===== config.mk =====
export PLATFORM = sky130hd
export DESIGN_NAME = pmf_sequencer
export DESIGN_NICKNAME = d
export VERILOG_FILES = /design/src/include/pmf_pkg.sv /design/src/rtl/pmf_stack_ram.sv /design/src/rtl/pmf_test_mux.sv /design/src/rtl/pmf_sequencer.sv
export SDC_FILE = /design/constraint.sdc
export NUM_CORES = 1
export LEC_CHECK = 0
export ABC_AREA = 1
export BUFFER_PORTS_ARGS = -buffer_cell sky130_fd_sc_hd__buf_2
export CORE_MARGIN = 5
export CORE_UTILIZATION = 30
export DETAILED_ROUTE_END_ITERATION = 16
export SETUP_SLACK_MARGIN = 0.15
export SLEW_MARGIN = 20
export SYNTH_ARGS = -nofsm -noshare
export SYNTH_HDL_FRONTEND = slang
export SYNTH_HIERARCHICAL = 1
export SYNTH_SLANG_ARGS = --single-unit

===== constraint.sdc =====
create_clock -name mclk -period 2.16 [get_ports mclk]
set_input_delay 0.648 -clock mclk [delete_from_list [all_inputs] [get_ports mclk]]
set_output_delay 0.648 -clock mclk [all_outputs]
set_load 0.02 [all_outputs]

===== src/include/pmf_pkg.sv =====
// Functional notes
// - keep positive, negative, zero flags; update on each evoked transfer
// - page, mux, halt commands leave bus zero, so zero flag sets
// - reexamine_accum/reexamine_argument re-test registers for flags
// - select_test_mux_first/second pick the mux for conditional jumps
// - channel 0 of both multiplexers reads true; unconditional jump taken
// - multiplexer choice holds until the opposite select command executes
// - after power-on the first multiplexer is selected
// - mux selection exists only with the second-multiplexer option
// - paging applies only when more than 512 control words are fitted
// - after power-on program page 0 is selected
// - 1024-word control memory splits into two 512-word pages
// - direct addressing reaches only the current page
// - page low/high commands drive one page select flip-flop
// - after a page command fetch continues at in-page address plus one
// - program counter wraps within the page, never crossing
// - jumps, calls and returns stay in the current page
// - false test only advances pc; true test fetches low target byte
// - opcode low bit becomes top bit of the in-page jump target
// - calls push 9-bit return address on a 16-deep stack; returns pop
package pmf_pkg;

    localparam int PMF_PC_W = 9;
    localparam int PMF_ADDR_W = 10;
    localparam int PMF_WORD_W = 16;
    localparam int PMF_SIGN_BIT = 15;
    localparam int PMF_STACK_DEPTH = 16;
    localparam int PMF_SP_W = 4;
    localparam int PMF_CHANS = 30;
    localparam int PMF_CHAN_W = 5;
    localparam int PMF_CHAN_LSB = 1;
    localparam int PMF_HALF_BIT = 0;
    localparam int PMF_WORDS_FITTED = 1024;
    localparam int PMF_PAGE_WORDS = 512;

    localparam logic [PMF_PC_W-1:0] PMF_PC_STEP = 9'h001;
    localparam logic [PMF_PC_W-1:0] PMF_OPERAND_SKIP = 9'h002;
    localparam logic [PMF_PC_W-1:0] PMF_PC_RESET = 9'h000;
    localparam logic [PMF_SP_W-1:0] PMF_SP_STEP = 4'h1;
    localparam logic [PMF_CHAN_W-1:0] PMF_CHAN_ALWAYS = 5'h00;

    // opcode map: transfers 000-277 octal, jumps 300-373, calls, return
    localparam logic [7:0] PMF_OP_LAST_EVOKE = 8'hBF;
    localparam logic [7:0] PMF_OP_PAGE_LOW = 8'hB0;
    localparam logic [7:0] PMF_OP_PAGE_HIGH = 8'hB1;
    localparam logic [7:0] PMF_OP_MUX_FIRST = 8'hB2;
    localparam logic [7:0] PMF_OP_MUX_SECOND = 8'hB3;
    localparam logic [7:0] PMF_OP_REEXAM_ACCUM = 8'hB4;
    localparam logic [7:0] PMF_OP_REEXAM_ARG = 8'hB5;
    localparam logic [7:0] PMF_OP_HALT = 8'hB6;
    localparam logic [7:0] PMF_OP_JUMP_FIRST = 8'hC0;
    localparam logic [7:0] PMF_OP_JUMP_LAST = 8'hFB;
    localparam logic [7:0] PMF_OP_CALL_LOW = 8'hFC;
    localparam logic [7:0] PMF_OP_CALL_HIGH = 8'hFD;
    localparam logic [7:0] PMF_OP_RETURN = 8'hFF;

    typedef enum logic [2:0] {
        PMF_S_FETCH = 3'b000,
        PMF_S_DECODE = 3'b001,
        PMF_S_EVOKE = 3'b010,
        PMF_S_TARGET = 3'b011,
        PMF_S_POP = 3'b100,
        PMF_S_HALT = 3'b101
    } pmf_state_t;

    typedef struct packed {
        logic positive;
        logic negative;
        logic zero;
    } pmf_flags_t;

    typedef struct packed {
        logic req;
        logic [PMF_ADDR_W-1:0] addr;
    } pmf_mem_req_t;

    localparam pmf_flags_t PMF_FLAGS_RESET = 3'h0;
    localparam pmf_flags_t PMF_FLAGS_ZERO = 3'h1;

endpackage


===== src/rtl/pmf_stack_ram.sv =====
`timescale 1ns/1ps
// return-address store, read data registered
module pmf_stack_ram
    import pmf_pkg::*;
#(
    parameter int DEPTH = PMF_STACK_DEPTH,
    parameter int WIDTH = PMF_PC_W,
    parameter int AW = PMF_SP_W
) (
    input wire logic mclk,
    input wire logic rst_b,
    input wire logic wr_en,
    input wire logic [AW-1:0] wr_addr,
    input wire logic [WIDTH-1:0] wr_data,
    input wire logic [AW-1:0] rd_addr,
    output logic [WIDTH-1:0] rd_data
);

    typedef struct packed {
        logic [DEPTH-1:0][WIDTH-1:0] mem;
        logic [WIDTH-1:0] rd;
    } pmf_ram_t;

    pmf_ram_t q;
    pmf_ram_t next_q;

    // read is always live; caller waits one edge for data
    always_comb begin
        next_q = q;
        if (wr_en) begin
            next_q.mem[wr_addr] = wr_data;
        end
        next_q.rd = q.mem[rd_addr];
        if (!rst_b) begin
            next_q.rd = '0;
        end
    end

    always_ff @(posedge mclk) begin
        q <= next_q;
    end

    assign rd_data = q.rd;

endmodule


===== src/rtl/pmf_test_mux.sv =====
`timescale 1ns/1ps
// two boolean test multiplexers with pin synchronisers
module pmf_test_mux
    import pmf_pkg::*;
#(
    parameter int CHANS = PMF_CHANS,
    parameter bit HAS_SECOND = 1'b1
) (
    input wire logic mclk,
    input wire logic rst_b,
    input wire logic [CHANS-1:0] test_first,
    input wire logic [CHANS-1:0] test_second,
    input wire logic use_second,
    input wire logic [PMF_CHAN_W-1:0] chan,
    output logic test_true
);

    typedef struct packed {
        logic [CHANS-1:0] meta_first;
        logic [CHANS-1:0] sync_first;
        logic [CHANS-1:0] meta_second;
        logic [CHANS-1:0] sync_second;
    } pmf_mux_t;

    pmf_mux_t q;
    pmf_mux_t next_q;

    // two stages per line; only the second stage is looked at
    always_comb begin
        next_q.meta_first = test_first;
        next_q.sync_first = q.meta_first;
        next_q.meta_second = test_second;
        next_q.sync_second = q.meta_second;
        if (!rst_b) begin
            next_q = '0;
        end
    end

    always_ff @(posedge mclk) begin
        q <= next_q;
    end

    always_comb begin
        if (chan == PMF_CHAN_ALWAYS) begin
            test_true = 1'b1;
        end else if (HAS_SECOND && use_second) begin
            test_true = q.sync_second[chan];
        end else begin
            test_true = q.sync_first[chan];
        end
    end

endmodule


===== src/rtl/pmf_sequencer.sv =====
`timescale 1ns/1ps
// program sequencer with page, mux select and result flags
module pmf_sequencer
    import pmf_pkg::*;
#(
    parameter bit HAS_MUX_SECOND = 1'b1,
    parameter int WORDS_FITTED = PMF_WORDS_FITTED
) (
    input wire logic mclk,
    input wire logic rst_b,
    input wire logic mem_ack,
    input wire logic [7:0] mem_data,
    output pmf_mem_req_t mem,
    output logic evoke_valid,
    output logic [7:0] evoke_code,
    input wire logic xfer_done,
    input wire logic [PMF_WORD_W-1:0] bus_data,
    input wire logic [PMF_WORD_W-1:0] accum_data,
    input wire logic [PMF_WORD_W-1:0] arg_data,
    input wire logic [PMF_CHANS-1:0] test_first,
    input wire logic [PMF_CHANS-1:0] test_second,
    output pmf_flags_t flags,
    output logic page_sel,
    output logic mux_sel,
    output logic halted
);

    // ------------------------------------------------------------
    // build options
    // ------------------------------------------------------------

    localparam bit PAGED = (WORDS_FITTED > PMF_PAGE_WORDS);

    // ------------------------------------------------------------
    // state
    // ------------------------------------------------------------

    typedef struct packed {
        pmf_state_t state;
        logic [PMF_PC_W-1:0] pc;
        logic [7:0] instr;
        logic page;
        logic mux;
        logic hi;
        logic [PMF_SP_W-1:0] sp;
        pmf_flags_t flags;
        pmf_mem_req_t mem;
        logic evoke;
        logic halted;
    } pmf_seq_t;

    pmf_seq_t q;
    pmf_seq_t next_q;

    logic test_true;
    logic [PMF_CHAN_W-1:0] chan;
    logic push;
    logic [PMF_PC_W-1:0] ret_addr;
    logic [PMF_SP_W-1:0] pop_addr;
    logic [PMF_PC_W-1:0] pop_data;
    logic [7:0] op;

    // ------------------------------------------------------------
    // helpers
    // ------------------------------------------------------------

    // sign and zero test of a bus word
    function automatic pmf_flags_t pmf_test_word(
        input logic [PMF_WORD_W-1:0] w
    );
        pmf_flags_t f;
        f.zero = (w == '0);
        f.negative = w[PMF_SIGN_BIT];
        f.positive = !w[PMF_SIGN_BIT] && (w != '0);
        return f;
    endfunction

    function automatic logic [PMF_ADDR_W-1:0] pmf_ctrl_addr(
        input logic page,
        input logic [PMF_PC_W-1:0] pc
    );
        return {page, pc};
    endfunction

    // ------------------------------------------------------------
    // submodules
    // ------------------------------------------------------------

    assign op = q.instr;
    assign chan = op[PMF_CHAN_LSB +: PMF_CHAN_W];

    pmf_test_mux #(
        .CHANS(PMF_CHANS),
        .HAS_SECOND(HAS_MUX_SECOND)
    ) u_mux (
        .mclk(mclk),
        .rst_b(rst_b),
        .test_first(test_first),
        .test_second(test_second),
        .use_second(q.mux),
        .chan(chan),
        .test_true(test_true)
    );

    // return address skips the target byte
    assign push = (q.state == PMF_S_DECODE)
        && ((op == PMF_OP_CALL_LOW) || (op == PMF_OP_CALL_HIGH));
    assign ret_addr = q.pc + PMF_OPERAND_SKIP;
    // read runs ahead so data is ready one edge after decode
    assign pop_addr = q.sp - PMF_SP_STEP;

    pmf_stack_ram #(
        .DEPTH(PMF_STACK_DEPTH),
        .WIDTH(PMF_PC_W),
        .AW(PMF_SP_W)
    ) u_stack (
        .mclk(mclk),
        .rst_b(rst_b),
        .wr_en(push),
        .wr_addr(q.sp),
        .wr_data(ret_addr),
        .rd_addr(pop_addr),
        .rd_data(pop_data)
    );

    // ------------------------------------------------------------
    // next state
    // ------------------------------------------------------------

    always_comb begin
        next_q = q;
        case (q.state)
            // instruction fetch; request held until answered
            PMF_S_FETCH: begin
                if (q.mem.req && mem_ack) begin
                    next_q.mem.req = 1'b0;
                    next_q.instr = mem_data;
                    next_q.state = PMF_S_DECODE;
                end else begin
                    next_q.mem.req = 1'b1;
                    next_q.mem.addr = pmf_ctrl_addr(q.page, q.pc);
                end
            end

            PMF_S_DECODE: begin
                next_q.pc = q.pc + PMF_PC_STEP;
                next_q.state = PMF_S_FETCH;
                if (op == PMF_OP_PAGE_LOW || op == PMF_OP_PAGE_HIGH) begin
                    if (PAGED) begin
                        next_q.page = (op == PMF_OP_PAGE_HIGH);
                    end
                    next_q.flags = PMF_FLAGS_ZERO;
                    next_q.state = PMF_S_FETCH;
                end else if (op == PMF_OP_MUX_FIRST
                    || op == PMF_OP_MUX_SECOND) begin
                    if (HAS_MUX_SECOND) begin
                        next_q.mux = (op == PMF_OP_MUX_SECOND);
                    end
                    next_q.flags = PMF_FLAGS_ZERO;
                end else if (op == PMF_OP_HALT) begin
                    next_q.flags = PMF_FLAGS_ZERO;
                    next_q.halted = 1'b1;
                    next_q.pc = q.pc;
                    next_q.state = PMF_S_HALT;
                end else if (op == PMF_OP_REEXAM_ACCUM) begin
                    next_q.flags = pmf_test_word(accum_data);
                end else if (op == PMF_OP_REEXAM_ARG) begin
                    next_q.flags = pmf_test_word(arg_data);
                end else if (op <= PMF_OP_LAST_EVOKE) begin
                    // data transfer: hand code to the decoders
                    next_q.pc = q.pc;
                    next_q.evoke = 1'b1;
                    next_q.state = PMF_S_EVOKE;
                end else if (op >= PMF_OP_JUMP_FIRST
                    && op <= PMF_OP_JUMP_LAST) begin
                    if (test_true) begin
                        next_q.hi = op[PMF_HALF_BIT];
                        next_q.state = PMF_S_TARGET;
                    end else begin
                        next_q.pc = q.pc + PMF_OPERAND_SKIP;
                    end
                end else if (op == PMF_OP_CALL_LOW
                    || op == PMF_OP_CALL_HIGH) begin
                    next_q.sp = q.sp + PMF_SP_STEP;
                    next_q.hi = op[PMF_HALF_BIT];
                    next_q.state = PMF_S_TARGET;
                end else if (op == PMF_OP_RETURN) begin
                    next_q.sp = pop_addr;
                    next_q.pc = q.pc;
                    next_q.state = PMF_S_POP;
                end
                // unassigned opcodes fall through as a step
            end

            // wait for the interlocked transfer to finish
            PMF_S_EVOKE: begin
                if (xfer_done) begin
                    next_q.evoke = 1'b0;
                    next_q.flags = pmf_test_word(bus_data);
                    next_q.pc = q.pc + PMF_PC_STEP;
                    next_q.state = PMF_S_FETCH;
                end
            end

            // low eight bits of the in-page target
            PMF_S_TARGET: begin
                if (q.mem.req && mem_ack) begin
                    next_q.mem.req = 1'b0;
                    next_q.pc = {q.hi, mem_data};
                    next_q.state = PMF_S_FETCH;
                end else begin
                    next_q.mem.req = 1'b1;
                    next_q.mem.addr = pmf_ctrl_addr(q.page, q.pc);
                end
            end

            PMF_S_POP: begin
                next_q.pc = pop_data;
                next_q.state = PMF_S_FETCH;
            end

            // stopped until reset
            PMF_S_HALT: begin
                next_q.state = PMF_S_HALT;
            end

            default: begin
                next_q.state = PMF_S_FETCH;
            end
        endcase

        if (!rst_b) begin
            next_q.state = PMF_S_FETCH;
            next_q.pc = PMF_PC_RESET;
            next_q.instr = '0;
            next_q.page = 1'b0;
            next_q.mux = 1'b0;
            next_q.hi = 1'b0;
            next_q.sp = '0;
            next_q.flags = PMF_FLAGS_RESET;
            next_q.mem = '0;
            next_q.evoke = 1'b0;
            next_q.halted = 1'b0;
        end
    end

    // ------------------------------------------------------------
    // registers
    // ------------------------------------------------------------

    // mux and page hold between commands
    always_ff @(posedge mclk) begin
        q <= next_q;
    end

    // ------------------------------------------------------------
    // outputs, all straight from flops
    // ------------------------------------------------------------

    assign mem = q.mem;
    assign evoke_valid = q.evoke;
    assign evoke_code = q.instr;
    // flags visible to the test mux owner
    assign flags = q.flags;
    assign page_sel = q.page;
    assign mux_sel = q.mux;
    assign halted = q.halted;

endmodule


Word level (Yosys, flattened, before mapping)
Cells that the tools add are included.
{"block": "word_totals", "output_inout_bits": 26, "regBits": 316, "in_bits": 120, "word_cells": 171}
{"block": "op_classes", "bitwise": 8, "reduce_logical": 37, "addsub": 4, "eq_ne": 29, "n_lt_le_gt_ge": 7, "mux": 51}
{"operator": "bitwise mux 144 bit", "n": 1}
{"operator": "2-to-1 mux 12 bit", "n": 9}
{"operator": "== test 8 bit (second input constant)", "n": 10}
{"operator": "zero test 16 bit", "n": 3}
{"operator": "nonzero test 16 bit", "n": 3}
{"operator": "2-to-1 mux 9 bit", "n": 5}
{"operator": "binary-select mux 9 bit (select 4 bit)", "n": 1}
{"operator": "demux 9 bit (select 4 bit)", "n": 1}
{"operator": "case mux 9 bit (4 select lines)", "n": 1}
{"operator": "2-to-1 mux 3 bit", "n": 9}
{"operator": "inequality test 2 bit (second input constant)", "n": 9}
{"operator": "AND reduction 9 bit", "n": 2}
{"operator": "less-or-equal comparator 8 bit (second input constant)", "n": 2}
{"operator": "case mux 3 bit (5 select lines)", "n": 1}
{"operator": "2-to-1 mux 1 bit", "n": 14}
{"operator": "binary-select mux 1 bit (select 5 bit)", "n": 2}
{"operator": "< comparator 4 x 5 -> 1 bit (second input constant)", "n": 2}
{"operator": "adder 9 x 1 -> 9 bit (second input constant)", "n": 1}
{"operator": "adder 9 x 2 -> 9 bit (second input constant)", "n": 1}
{"operator": "AND reduction 3 bit", "n": 3}
{"operator": ">= comparator 8 bit (second input constant)", "n": 1}
{"operator": "2-to-1 mux 4 bit", "n": 2}
{"operator": "inequality test 8 bit (second input constant)", "n": 1}
{"operator": "NOT 1 bit", "n": 8}
{"operator": "26 further kinds", "n": 44}

Logic depth before layout (Yosys ltp)
Gate-level depths: netlist of run 1.
{"block": "logic_depth", "depth_word": 13, "depth_mapped": 19, "ltp_nobuf": 18}

Hierarchy
Netlist of run 1, hierarchy kept.
{"mod": "pmf_stack_ram", "instances": 1, "cells_each": 608, "area_each_um2": 6475.0, "seq_area_each_um2": 4504.3}
{"mod": "pmf_test_mux", "instances": 1, "cells_each": 534, "area_each_um2": 4030.1, "seq_area_each_um2": 2402.3}
{"mod": "pmf_sequencer", "instances": 1, "cells_each": 509, "area_each_um2": 3135.5, "seq_area_each_um2": 860.8}

Least setup slack after synthesis of run 1
OpenSTA, ideal clock, no wires.
{"block": "synth_timing", "path_type": "register to register", "startpoint": "register q (netlist bit evoke_code[4])", "endpoint": "register u_stack/q[126] (netlist name) (enable)", "path_stages_with_launch": 9, "synth_period_minus_slack_ps": 2338, "path_slack_ps": -178, "t_required_ps": 1786, "n_path_buf": 0, "arrival_ps": 1963, "setup_ps": 374, "cell_sequence": "dfxtp_1 nand2_1 nor2_4 nand2_1 nor2_2 inv_1 nor2_1 nand3_1 nor2_1"}
{"block": "synth_via", "elab_chain_cells": 3, "word_cells_on_any_way": 4, "classes_between": "eq/ne: 2; reduce/logical: 2"}
{"element": "from (decl)", "line_no": "pmf_sequencer.sv:52", "rtl": "pmf_seq_t q;"}
{"element": "from (signal assigned)", "line_no": "pmf_sequencer.sv:253", "rtl": "q <= next_q;"}
{"element": "== test 8 bit", "line_no": "pmf_sequencer.sv:107", "rtl": "&& ((op == PMF_OP_CALL_LOW) || (op == PMF_OP_CALL_HIGH));"}
{"element": "logical OR 1 bit *", "line_no": "pmf_sequencer.sv:107"}
{"element": "logical AND 1 bit *", "line_no": "pmf_sequencer.sv:107"}
{"element": "via push", "line_no": "pmf_sequencer.sv:57", "rtl": "logic push;"}
{"element": "to (signal assigned)", "line_no": "pmf_stack_ram.sv:40", "rtl": "q <= next_q;"}
{"element": "to (decl)", "line_no": "pmf_stack_ram.sv:24", "rtl": "pmf_ram_t q;"}
Mark *: on every way through the listed nets, which the timed path passes. The rest lies on a longest branch.
A chain may end at the register's enable or synchronous reset.

Worst setup path in the final report of run 1
{"block": "layout_timing", "startpoint": "register q (netlist bit evoke_code[1])", "endpoint": "register u_stack/q[69] (netlist name) (enable)"}
Same word-level chain as after synthesis.

==> results.md, run 1 <==
- Starting Density: 0.302
- Gpl congestion: 0.900
- Max-cap violations: 0
- Worst slew margin: 0.624
- Die area: 49800 sq um
- Drt wl/cell: 14.7 microns
- Fmax: 465 MHz
- # setup viols final: 0
- Hold Path End: u_mux/q[33]$_SDFF_PN0_
- DR iter-0 viols: 770
- Gr ovfl total: 0
- Share of cells above drive strength 1: 0.220
- Die width: 223 microns
- Final Hold Viols: 0
- Unrepaired setup endpoints after global routing: true
- Hold_sp: test_second[3]
- Minimum clock period: 2.15 ns
- Post-synth EDFFs: roughly 140
- Syn avg cell area: 8.26 sq um
- NumNets Final: about 2000
- Setup Skew: ~0.013 ns
- Min-Delay Path Class: in -> reg
- Status: finished, final reports clean
- Period Utilization, post-route: 0.996
- Num rows: 78
- Crit path DAT: 2.38 ns
- CTS max path bufs: 3
- Pre-CTS setup slack: -0.100 ns
- First-pass GRT wire length: 57500 microns
- Worst-path maximum fanout: 7
- Port Buffers: 145
- Mapped Cells: approximately 1700
- Vias in the first global route: between 10000 and 15000
- Cell Area, Synth: 13600 sq um
- Drt pass-1 iters: 5
- # IOs: 146
- Power Density: 916 nW/um^2
- Count of final max-slew check failures: 0
- Layout Area Growth over Synthesis: 27.7%
- Worst setup SP type: flop
- Worst Reg-to-Reg Cells: 11
- FF-to-FF Start: evoke_code[1]$_SDFFE_PN0P_
- Critical path class: reg -> reg
- Async S/R FF share, synth: 0
- Worst r2r dst: u_stack/q[69]$_DFFE_PP_
- Top cell type by total area after synthesis: edfxtp_1
- Switching pwr: 4570 uW
- Vias: around 11000
- Total Routed Length: 36400 microns
- Clk network pwr share: 0.370
- CTS tree: yes
- Pin slew with the least headroom to its limit: between 0.5 and 0.6 ns
- Net count after synthesis: 1775
- Worst R2R Setup Slack: between 0.009 and 0.01 ns
- Post-DP HPWL: about 25000 microns
- Maximum vdd drop: 0.512 mV
- Dpl cell area: 15500 sq um
- P_int: 11400 uW
- Die H: 223 microns
- Clk sinks: around 320
- Largest net degree at the start of global routing: 128
- Area contributors post-synth: edfxtp_1 32%, dfxtp_1 25%, nand2_1 15%
- Hold Path Depth: 3
- Unique cell type count in the Yosys netlist: 40
- Diode count: 0
- CP endpoint kind: flop
- Slack of the critical path: just under 0.01 ns
- Core Util, Final: 0.386
- Clk Latency, worst-skew pair: 0.52 ns
- Number of buffers created by CTS: 35
- Worst path required time: approximately 2.4 ns
- P_leak: around 0.008 uW
- CTS Root Cell: clkbuf_16
- Core footprint: 45200 sq um
- Initial antenna violation count: 0
- # H-tree levels: 2
- Number of remaining DRC errors: 0
- Fraction of the yosys area taken by sequential cells: 0.569
- Switching share of total power: 0.286
- Gate power share: 0.201
- Top_reg_cell synth: dfxtp_1
- Synth warn: 6
- Seq pwr share: 0.429
- Final instance area: 17400 sq um
- Hold_buf cts: 0
- Synth top area share: 0.317
- Clock transition at path regs: 0.06 ns
- Via-per-instance ratio: 4.47
- FF+latch count, synth: ~320
- ANT nets after route: 0
- GRT Total Usage: 0.140
==> Yosys cell counts, drive strengths merged (2+ instances only) <==
| cell type | instances |
|---|---|
| nand2 | 551 |
| inv | 277 |
| nand3 | 179 |
| dfxtp | 172 |
| edfxtp | 144 |
| nor2 | 75 |
| buf | 70 |
| a21oi | 63 |
| o21ai | 42 |
| clkbuf | 18 |
| nor3 | 10 |
| xor2 | 9 |
| nand4 | 8 |
| nor4 | 6 |
| clkinv | 5 |
| ha | 4 |
| o211ai | 3 |
| a22oi | 2 |
| a311oi | 2 |
| nand3b | 2 |
| o2111ai | 2 |
| xnor2 | 2 |
==> state kept, by name (all words and copies together), names as in the netlist <==
| signal | flops |
|---|---|
| halted | 1 |
| q | 17 |
| evoke_code | 8 |
| mux_sel | 1 |
| page_sel | 1 |
| u_mux/q | 120 |
| u_stack/rd_data | 9 |
| mem | 11 |
| flags | 3 |
| evoke_valid | 1 |
| u_stack/q | 144 |
==> metal layers <==
layer / part of all wire / vias to the layer above / track usage / routed length, microns
met5: 0 / - / 0 / 0
met3: 0.067 / 52 / 0.0270 / 2440
met1: 0.44 / 5112 / 0.192 / 16200
li1: - / 5544 / - / -
met4: 0.017 / 0 / 0.0312 / 623
met2: 0.47 / 356 / 0.232 / 17100
==> cell families (layout without fill, tap and decap cells) <==
family	count (synthesis)	in the layout	synth area share
and+or+nand+nor	833	833	0.255
xor gates and xnor gates	11	11	0.00706
adders and majority gates	4	4	0.00367
buffers and inverters	370	594	0.119
DFF	316	316	0.569
AOI/OAI and AO/OA	117	117	0.0457
==> power by group through the flow <==
stage	combinational (uW)	sequential (uW)	clock, uW
floorplan	1820	6940	0
global placement	2710	6960	0
detailed placement	2730	6960	0
CTS	3020	6840	6070
global route	3520	6870	6330
finish	3210	6840	5910
==> cell usage in the layout, fill, tap and decap left out, types with 5 or more instances in the layout <==
master     instances
a21oi_1           52
inv_1            263
nand3_2           15
nor2_4            21
nor3_1             5
nand2_2           22
clkbuf_16         36
edfxtp_1         144
clkinv_1           9
nand2_4            5
buf_2            142
dfxtp_1          166
nor4_1             6
nand4_1            8
nand3_1          160
nor2_2             6
inv_2             12
clkbuf_1           9
o21ai_0           36
buf_6             14
nand2_1          524
nor2_1            48
xor2_1             9
o21ai_1            5
buf_12            26
buf_4             60
a21oi_2           11
==> worst max path at each step <==
stage                                          start                      end  slack (ns)  cells after the start
after floorplan           evoke_code[1]$_SDFFE_PN0P_       q[20]$_SDFFE_PN0P_        0.16                     17
after global placement    evoke_code[1]$_SDFFE_PN0P_       q[33]$_SDFFE_PN0P_       -0.06                     19
after detailed placement  evoke_code[1]$_SDFFE_PN0P_       q[33]$_SDFFE_PN0P_       -0.10                     18
after CTS                 evoke_code[1]$_SDFFE_PN0P_       q[33]$_SDFFE_PN0P_        0.03                     19
after global routing      evoke_code[1]$_SDFFE_PN0P_       q[38]$_SDFFE_PN0P_       -0.08                     18
final                     evoke_code[1]$_SDFFE_PN0P_  u_stack/q[69]$_DFFE_PP_        0.01                     11
==> through the flow <==
| stage | hold WS, ns | setup TNS [ns] | power (uW) | cells |
|---|---|---|---|---|
| floorplan | 0.390 | 0 | 8760 | 1651 |
| global placement | 0.402 | -0.316 | 9680 | 2377 |
| detailed placement | 0.400 | -0.619 | 9690 | 2377 |
| CTS | 0.277 | 0 | 15900 | 2455 |
| global route | 0.291 | -0.879 | 16700 | 2475 |
| finish | 0.306 | 0 | 16000 | 2475 |
==> critical path: stages, from the launching register on <==
cell and delay (ns):
dfxtp_4 0.38, buf_6 0.14, buf_16 0.14, buf_4 0.13, buf_8 0.12, nor2_4 0.11
inv_2 0.05, nor2_4 0.11, buf_12 0.13, nand3_4 0.15, nor2_4 0.22, clkbuf_16 0.18
==> cell type report <==
class / instances / area (sq um)
inverter: 282 / 1070
clock buffer: 47 / 951
timing repair buffer: 248 / 1990
multi-input combinational: 965 / 4670
sequential: 316 / 7780
clock inverter: 17 / 205
tap: 600 / 751
fill: 4458 / 27800
==> repair_timing <==
| action | 4_1_cts | 5_1_grt |
|---|---|---|
| resized for setup | 48 | 47 |
| pin swaps | 29 | 31 |
| buffers inserted | 10 | 19 |
| setup endpoints to repair | 157 | 161 |
| gates cloned | 4 | 1 |
No activity file was read; power rests on OpenSTA's default activity.
==> inputs of run 2 (changes only) <==
==> constraint.sdc (replaced) <==
create_clock -name mclk -period 2.3 [get_ports mclk]
set_input_delay 0.69 -clock mclk [delete_from_list [all_inputs] [get_ports mclk]]
set_output_delay 0.69 -clock mclk [all_outputs]
set_load 0.02 [all_outputs]
==> run 2 against run 1 <==
Effect of this change:
- cell count down 0.73%
- combinational power down 13%
- register-to-register slack better by 0.13 ns
- wire length down 1.8%
- cell area down 2.9%
- hold slack better by 0.041 ns
- highest routed layer unchanged
==> results.md, run 2 (synthesis gave the netlist of run 1 again) <==
- Pin slew with the least headroom to its limit: 0.641 ns
- Via-per-instance ratio: 4.45
- CTS max path bufs: 3
- Slack of the critical path: 0.137 ns
- Vias in the first global route: 10953
- Minimum clock period: 2.16 ns
- Clk sinks: ~320
- Gate power share: 0.191
- Die area: 49800 sq um
- Max reg flops: 144
- Core footprint: 45200 sq um
- Port Buffers: roughly 150
- Starting Density: 0.302
- Fill cells: 4572
- Power Density: 861 nW/um^2
- P_leak: 0.00804 uW
- Switching pwr: 4170 uW
- # H-tree levels: 2
- Setup Skew: 0.0309 ns
- Worst setup SP type: flop
- Status: finished, final reports clean
- WHS: 0.347 ns
- Largest net degree at the start of global routing: 119
- Clk Latency, worst-skew pair: 0.53 ns
- Diode count: 0
- Min-Delay Path Class: in -> reg
- DR iter-0 viols: between 600 and 700
- Total Routed Length: 35700 microns
- Critical path class: reg -> reg
- # IOs: 146
- Count of final max-slew check failures: 0
- Biggest register: u_stack/q
- Worst path required time: 2.71 ns
- Period Utilization, post-route: 0.941
- Number of buffers created by CTS: 34
- Drt pass-1 iters: 5
- Final Hold Viols: 0
- Worst slew margin: 0.573
- Gr ovfl total: 0
- Gpl congestion: 0.880
- Share of cells above drive strength 1: 0.205
- Most common cell after layout, fill and taps aside: nand2_1
- P_int: 10400 uW
- Max-cap violations: 0
- Post-DP HPWL: 24900 microns
- Die H: approximately 220 microns
- Number of remaining DRC errors: 0
- Worst-path maximum fanout: 8
- Drt wl/cell: 14.5 microns
- First-pass GRT wire length: 56800 microns
- Multi-input combinational cell area: approximately 4600 sq um
- Vias: 10930
- NumNets Final: approximately 2000
- Sequential cell area: 7780 sq um
- Hold_buf cts: 0
- GRT Total Usage: 0.138
- Die width: about 220 microns
- Unrepaired setup endpoints after global routing: true
- Switching share of total power: 0.286
- Top Registers: u_stack/q x144, u_mux/q x120, q x17
- Maximum vdd drop: around 0.55 mV
- Clk network pwr share: 0.369
- Total power: 14600 uW
- Initial antenna violation count: 0
- ANT nets after route: 0
- Seq pwr share: 0.441
- Leading cell types in the layout, fill and taps excluded: 527 x nand2_1, 264 x inv_1, 167 x nand3_1, 165 x dfxtp_1
- Fmax: 462 MHz
- Layout Area Growth over Synthesis: 24.0%
- CTS tree: yes
- CTS Root Cell: clkbuf_16
- Crit path DAT: 2.57 ns
- # setup viols final: 0
- Pre-CTS setup slack: 0.00350 ns
- CP endpoint kind: flop
- Clock transition at path regs: 0.06 ns
- Num rows: 78
## run 2: cell types whose count changed in the layout (fill, tap and decap cells not counted), moves of 3 or more
| cell | change |
|---|---|
| nor2_1 | +3 |
| inv_2 | -3 |
| buf_4 | +7 |
| clkbuf_1 | -3 |
| nand3_1 | +7 |
| buf_12 | -12 |
| dfxtp_2 | +3 |
| nand3_2 | -7 |
| nand2_1 | +3 |
| buf_6 | -11 |
| buf_16 | -4 |
## run 2: final cells by class
cell class,count,area share
clock buffer,43,0.0541
clock inverter,19,0.0112
inverter,282,0.0638
multi-input combinational,965,0.271
sequential,316,0.460
tap,600,0.0444
timing repair buffer,232,0.0962
## run 2: per-layer routing
metal | vias to the layer above | share of wire | track usage
met5 | - | 0 | 0
met1 | 5061 | 0.45 | 0.183
li1 | 5506 | - | -
met4 | 0 | 0.021 | 0.0370
met3 | 53 | 0.057 | 0.0297
met2 | 310 | 0.47 | 0.231
## run 2: repair_timing
item,CTS,global route
gates resized for setup,7,65
cloned,0,4
buffers inserted,0,6
pin swaps,1,20
setup endpoints to repair,145,171
## run 2: worst paths after layout
path / start / slack (ns) / to / depth (start not counted)
hold / removal: test_first[15] / 0.35 / u_mux/q[105]$_SDFF_PN0_ / 3
hold reg to reg: u_mux/q[114]$_SDFF_PN0_ / 0.40 / u_mux/q[84]$_SDFF_PN0_ / 2
setup reg to reg: evoke_code[1]$_SDFFE_PN0P_ / 0.14 / q[32]$_SDFFE_PN0P_ / 19
setup / recovery: evoke_code[1]$_SDFFE_PN0P_ / 0.14 / q[32]$_SDFFE_PN0P_ / 19
## run 2: critical path, stage by stage (launching register included)
cell and delay (ns):
dfxtp_4 0.41, inv_8 0.06, clkbuf_16 0.17, nand2_1 0.06
nand3_1 0.06, nand3_1 0.09, nand3_1 0.13, nand3_1 0.14
nand3_2 0.08, nand2_2 0.08, nand2_4 0.09, inv_4 0.07
buf_6 0.09, nand2_1 0.04, o21ai_1 0.07, nand2_1 0.06
nand4_1 0.09, nand4_1 0.09, nand3_1 0.09, a21oi_1 0.06
## run 2: power groups by stage
stage          Sequential [uW]  Clock, uW  Combinational [uW]
3_5_place_dp              6520          0                2490
4_1_cts                   6410       5520                2510
6_report                  6420       5370                2780
2_1_floorplan             6510          0                1700
5_1_grt                   6450       5770                3070
3_3_place_gp              6510          0                2470
## run 2: metrics by stage
step                      TNS (ns)  instance area (sq um)  cells  utilization
final                            0                  16900   2457        0.374
after global routing       -0.0135                  16900   2457        0.374
after CTS                        0                  16600   2447        0.367
after detailed placement         0                  15500   2385        0.342
after global placement           0                  15500   2385        0.342
after floorplan                  0                  13800   1651            -
==> inputs of run 3 (changes only) <==
--- a/config.mk
+++ b/config.mk
@@ -10,6 +10,8 @@
 export CORE_MARGIN = 5
 export CORE_UTILIZATION = 30
 export DETAILED_ROUTE_END_ITERATION = 16
+export MAX_ROUTING_LAYER = met4
+export PLACE_DENSITY = 0.55
 export SETUP_SLACK_MARGIN = 0.15
 export SLEW_MARGIN = 20
 export SYNTH_ARGS = -nofsm -noshare
==> run 3 against run 2 <==
Effect of this change:
- clock skew shrank 0.014 ns
- hold slack worse by 0.019 ns
- flip-flop and latch count is the same
- power is 3.1% higher
- global-route usage up 0.79 points
- sequential share of layout area decreased by 0.63 points
- die area is the same
- critical path type unchanged
- first-iteration DRC count increased by 2.8%
- cell count grew 0.24%
- via count is 0.52% lower
- sequential power barely moved
- core utilization rose by 0.50 points
==> results.md, run 3 (synthesis gave the netlist of run 1 again) <==
- Biggest register: u_stack/q
- First-pass GRT wire length: 57700 microns
- Hold_sp: test_first[1]
- CP endpoint kind: flop
- FF-to-FF Start: evoke_code[1]$_SDFFE_PN0P_
- Die width: 223 microns
- CTS tree: yes
- Worst-path maximum fanout: 5
- Count of final max-slew check failures: 0
- Power Density: a little under 900 nW/um^2
- CTS Root Cell: clkbuf_16
- Starting Density: 0.302
- Fill cells: ~4600
- Clk sinks: approximately 320
- CP bufs+invs: 4
- Number of buffers created by CTS: 36
- CP most frequent cell: nand3_2
- Worst slew margin: 0.481
- Initial antenna violation count: 0
- Max-cap violations: 0
- Final Hold Viols: 0
- Status: finished, final reports clean
- Drt wl/cell: 14.7 microns
- Top delay family on crit path: simple AND/OR/NAND/NOR gates
- Grt met3 use: 0.0226
- Maximum vdd drop: 0.458 mV
- NumNets Final: 1962
- Max reg flops: around 140
- Placed cell count: 2388
- Top Registers: u_stack/q x144, u_mux/q x120, q x17
- Setup_tns: 0 ns
- Crit path largest cell delay: 0.37 ns
- Minimum clock period: 2.20 ns
- Filler-free cell count of the finished design: 2463
- Share of cells above drive strength 1: 0.206
- Worst r2r dst: q[36]$_SDFFE_PN0P_
- M2 GR Usage: 0.242
- # H-tree levels: 2
- Drt pass-1 iters: 5
- Diode count: 0
- Hold Path End: u_mux/q[91]$_SDFF_PN0_
- Slowest-stage cell, CP: dfxtp_4
- Via-per-instance ratio: 4.41
- # IOs: 146
- Clock transition at path regs: 0.06 ns
- Worst path required time: 2.72 ns
- Gr ovfl total: 0
- GR met1 Demand/Resource: 0.190
- Post-DP HPWL: 24900 microns
- WHS: 0.328 ns
- Largest net degree at the start of global routing: 69
- Layout Area Growth over Synthesis: 25.7%
- Most common cell after layout, fill and taps aside: nand2_1
- Die H: roughly 220 microns
- Hold_buf cts: 0
- Crit path DAT: 2.62 ns
- Worst setup SP type: flop
- Pin slew with the least headroom to its limit: 0.770 ns
- Period Utilization, post-route: 0.955
- Clk Latency, worst-skew pair: around 0.54 ns
- CTS max path bufs: 3
- Critical path class: reg -> reg
- Total Routed Length: 36100 microns
- Worst path cell trace: buf_8 > clkbuf_16 > nand2_4 > nand3_2 > nand3_2 > nand3_2 > nand3_2 > nand3_2 > nand2_2 > nand2_4 > buf_4 > buf_4 > nand3_1 > nand3_1 > nand3_1 > nand3_1 > nand2_2 > a21oi_1
- GRT Total Usage: 0.146
- Vias: ~11000
- Number of remaining DRC errors: 0
- Setup Skew: roughly 0.017 ns
- Num rows: around 80
- Fmax: 455 MHz
- Hold Path Depth: 3
- # setup viols final: 0
- Worst Reg-to-Reg Cells: 18
- ANT nets after route: 0
- Leading cell types in the layout, fill and taps excluded: 533 x nand2_1, 264 x inv_1, 168 x dfxtp_1, 156 x nand3_1
- Final instance area: ~17000 sq um
- Unrepaired setup endpoints after global routing: true
- Dpl cell area: 15500 sq um
- Core footprint: 45200 sq um
- Gpl congestion: 0.917
- Worst R2R Setup Slack: 0.10 ns
- Gr busiest metal: met2
- Port Buffers: 145
- P_leak: 0.00817 uW
- DR iter-0 viols: 671
- Vias in the first global route: between 10000 and 15000
- Min-Delay Path Class: in -> reg
- Die area: about 50000 sq um
## run 3: routing by layer
| layer | part of all wire | routed length, microns |
|---|---|---|
| met5 | 0 | 0 |
| met4 | 0.022 | 798 |
| met3 | 0.057 | 2040 |
| met2 | 0.48 | 17300 |
| met1 | 0.44 | 16000 |
## run 3: worst reg2reg max path, stage by stage (launching register included)
cell and delay (ns):
dfxtp_4 0.37, buf_8 0.15, clkbuf_16 0.16, nand2_4 0.07, nand3_2 0.08, nand3_2 0.09
nand3_2 0.09, nand3_2 0.08, nand3_2 0.08, nand2_2 0.09, nand2_4 0.08, buf_4 0.14
buf_4 0.14, nand3_1 0.07, nand3_1 0.08, nand3_1 0.07, nand3_1 0.08, nand2_2 0.10
a21oi_1 0.06
## run 3: where the power goes
part           switching, uW  internal, uW  leakage (uW)
Combinational           1790          1070       0.00484
Clock                   2310          3420      0.000574
Sequential               193          6230       0.00275
## run 3: layout make-up
class	count	area, sq um	share of cell area
inverter	282	1070	0.0623
clock inverter	15	234	0.0136
clock buffer	48	956	0.0558
timing repair buffer	237	1740	0.102
tap	600	751	0.0438
multi-input combinational	965	4620	0.269
sequential	316	7770	0.454
## run 3: how the worst max path moves through the flow
stage,cells after the start,start,slack (ns),endpoint
finish,18,evoke_code[1]$_SDFFE_PN0P_,0.10,q[36]$_SDFFE_PN0P_
floorplan,15,evoke_code[2]$_SDFFE_PN0P_,0.13,q[20]$_SDFFE_PN0P_
CTS,18,evoke_code[1]$_SDFFE_PN0P_,0.10,q[20]$_SDFFE_PN0P_
global route,19,evoke_code[1]$_SDFFE_PN0P_,-0.07,q[33]$_SDFFE_PN0P_
global placement,16,evoke_code[1]$_SDFFE_PN0P_,0.04,q[20]$_SDFFE_PN0P_
detailed placement,16,evoke_code[1]$_SDFFE_PN0P_,-0.03,q[20]$_SDFFE_PN0P_
## run 3: through the flow
step,setup WS (ns),power (uW),utilization
CTS,0.102,15000,0.374
detailed placement,-0.0329,8990,0.343
global route,-0.0664,15800,0.379
finish,0.104,15000,0.379
floorplan,0.128,8210,-
global placement,0.0393,8960,0.343
## run 3: what timing repair did
| item | in CTS | in global routing |
|---|---|---|
| resized for setup | 23 | 50 |
| cloned | 4 | 2 |
| setup endpoints to repair | 154 | 164 |
| pin swaps | 4 | 33 |
| buffers inserted | 5 | 1 |
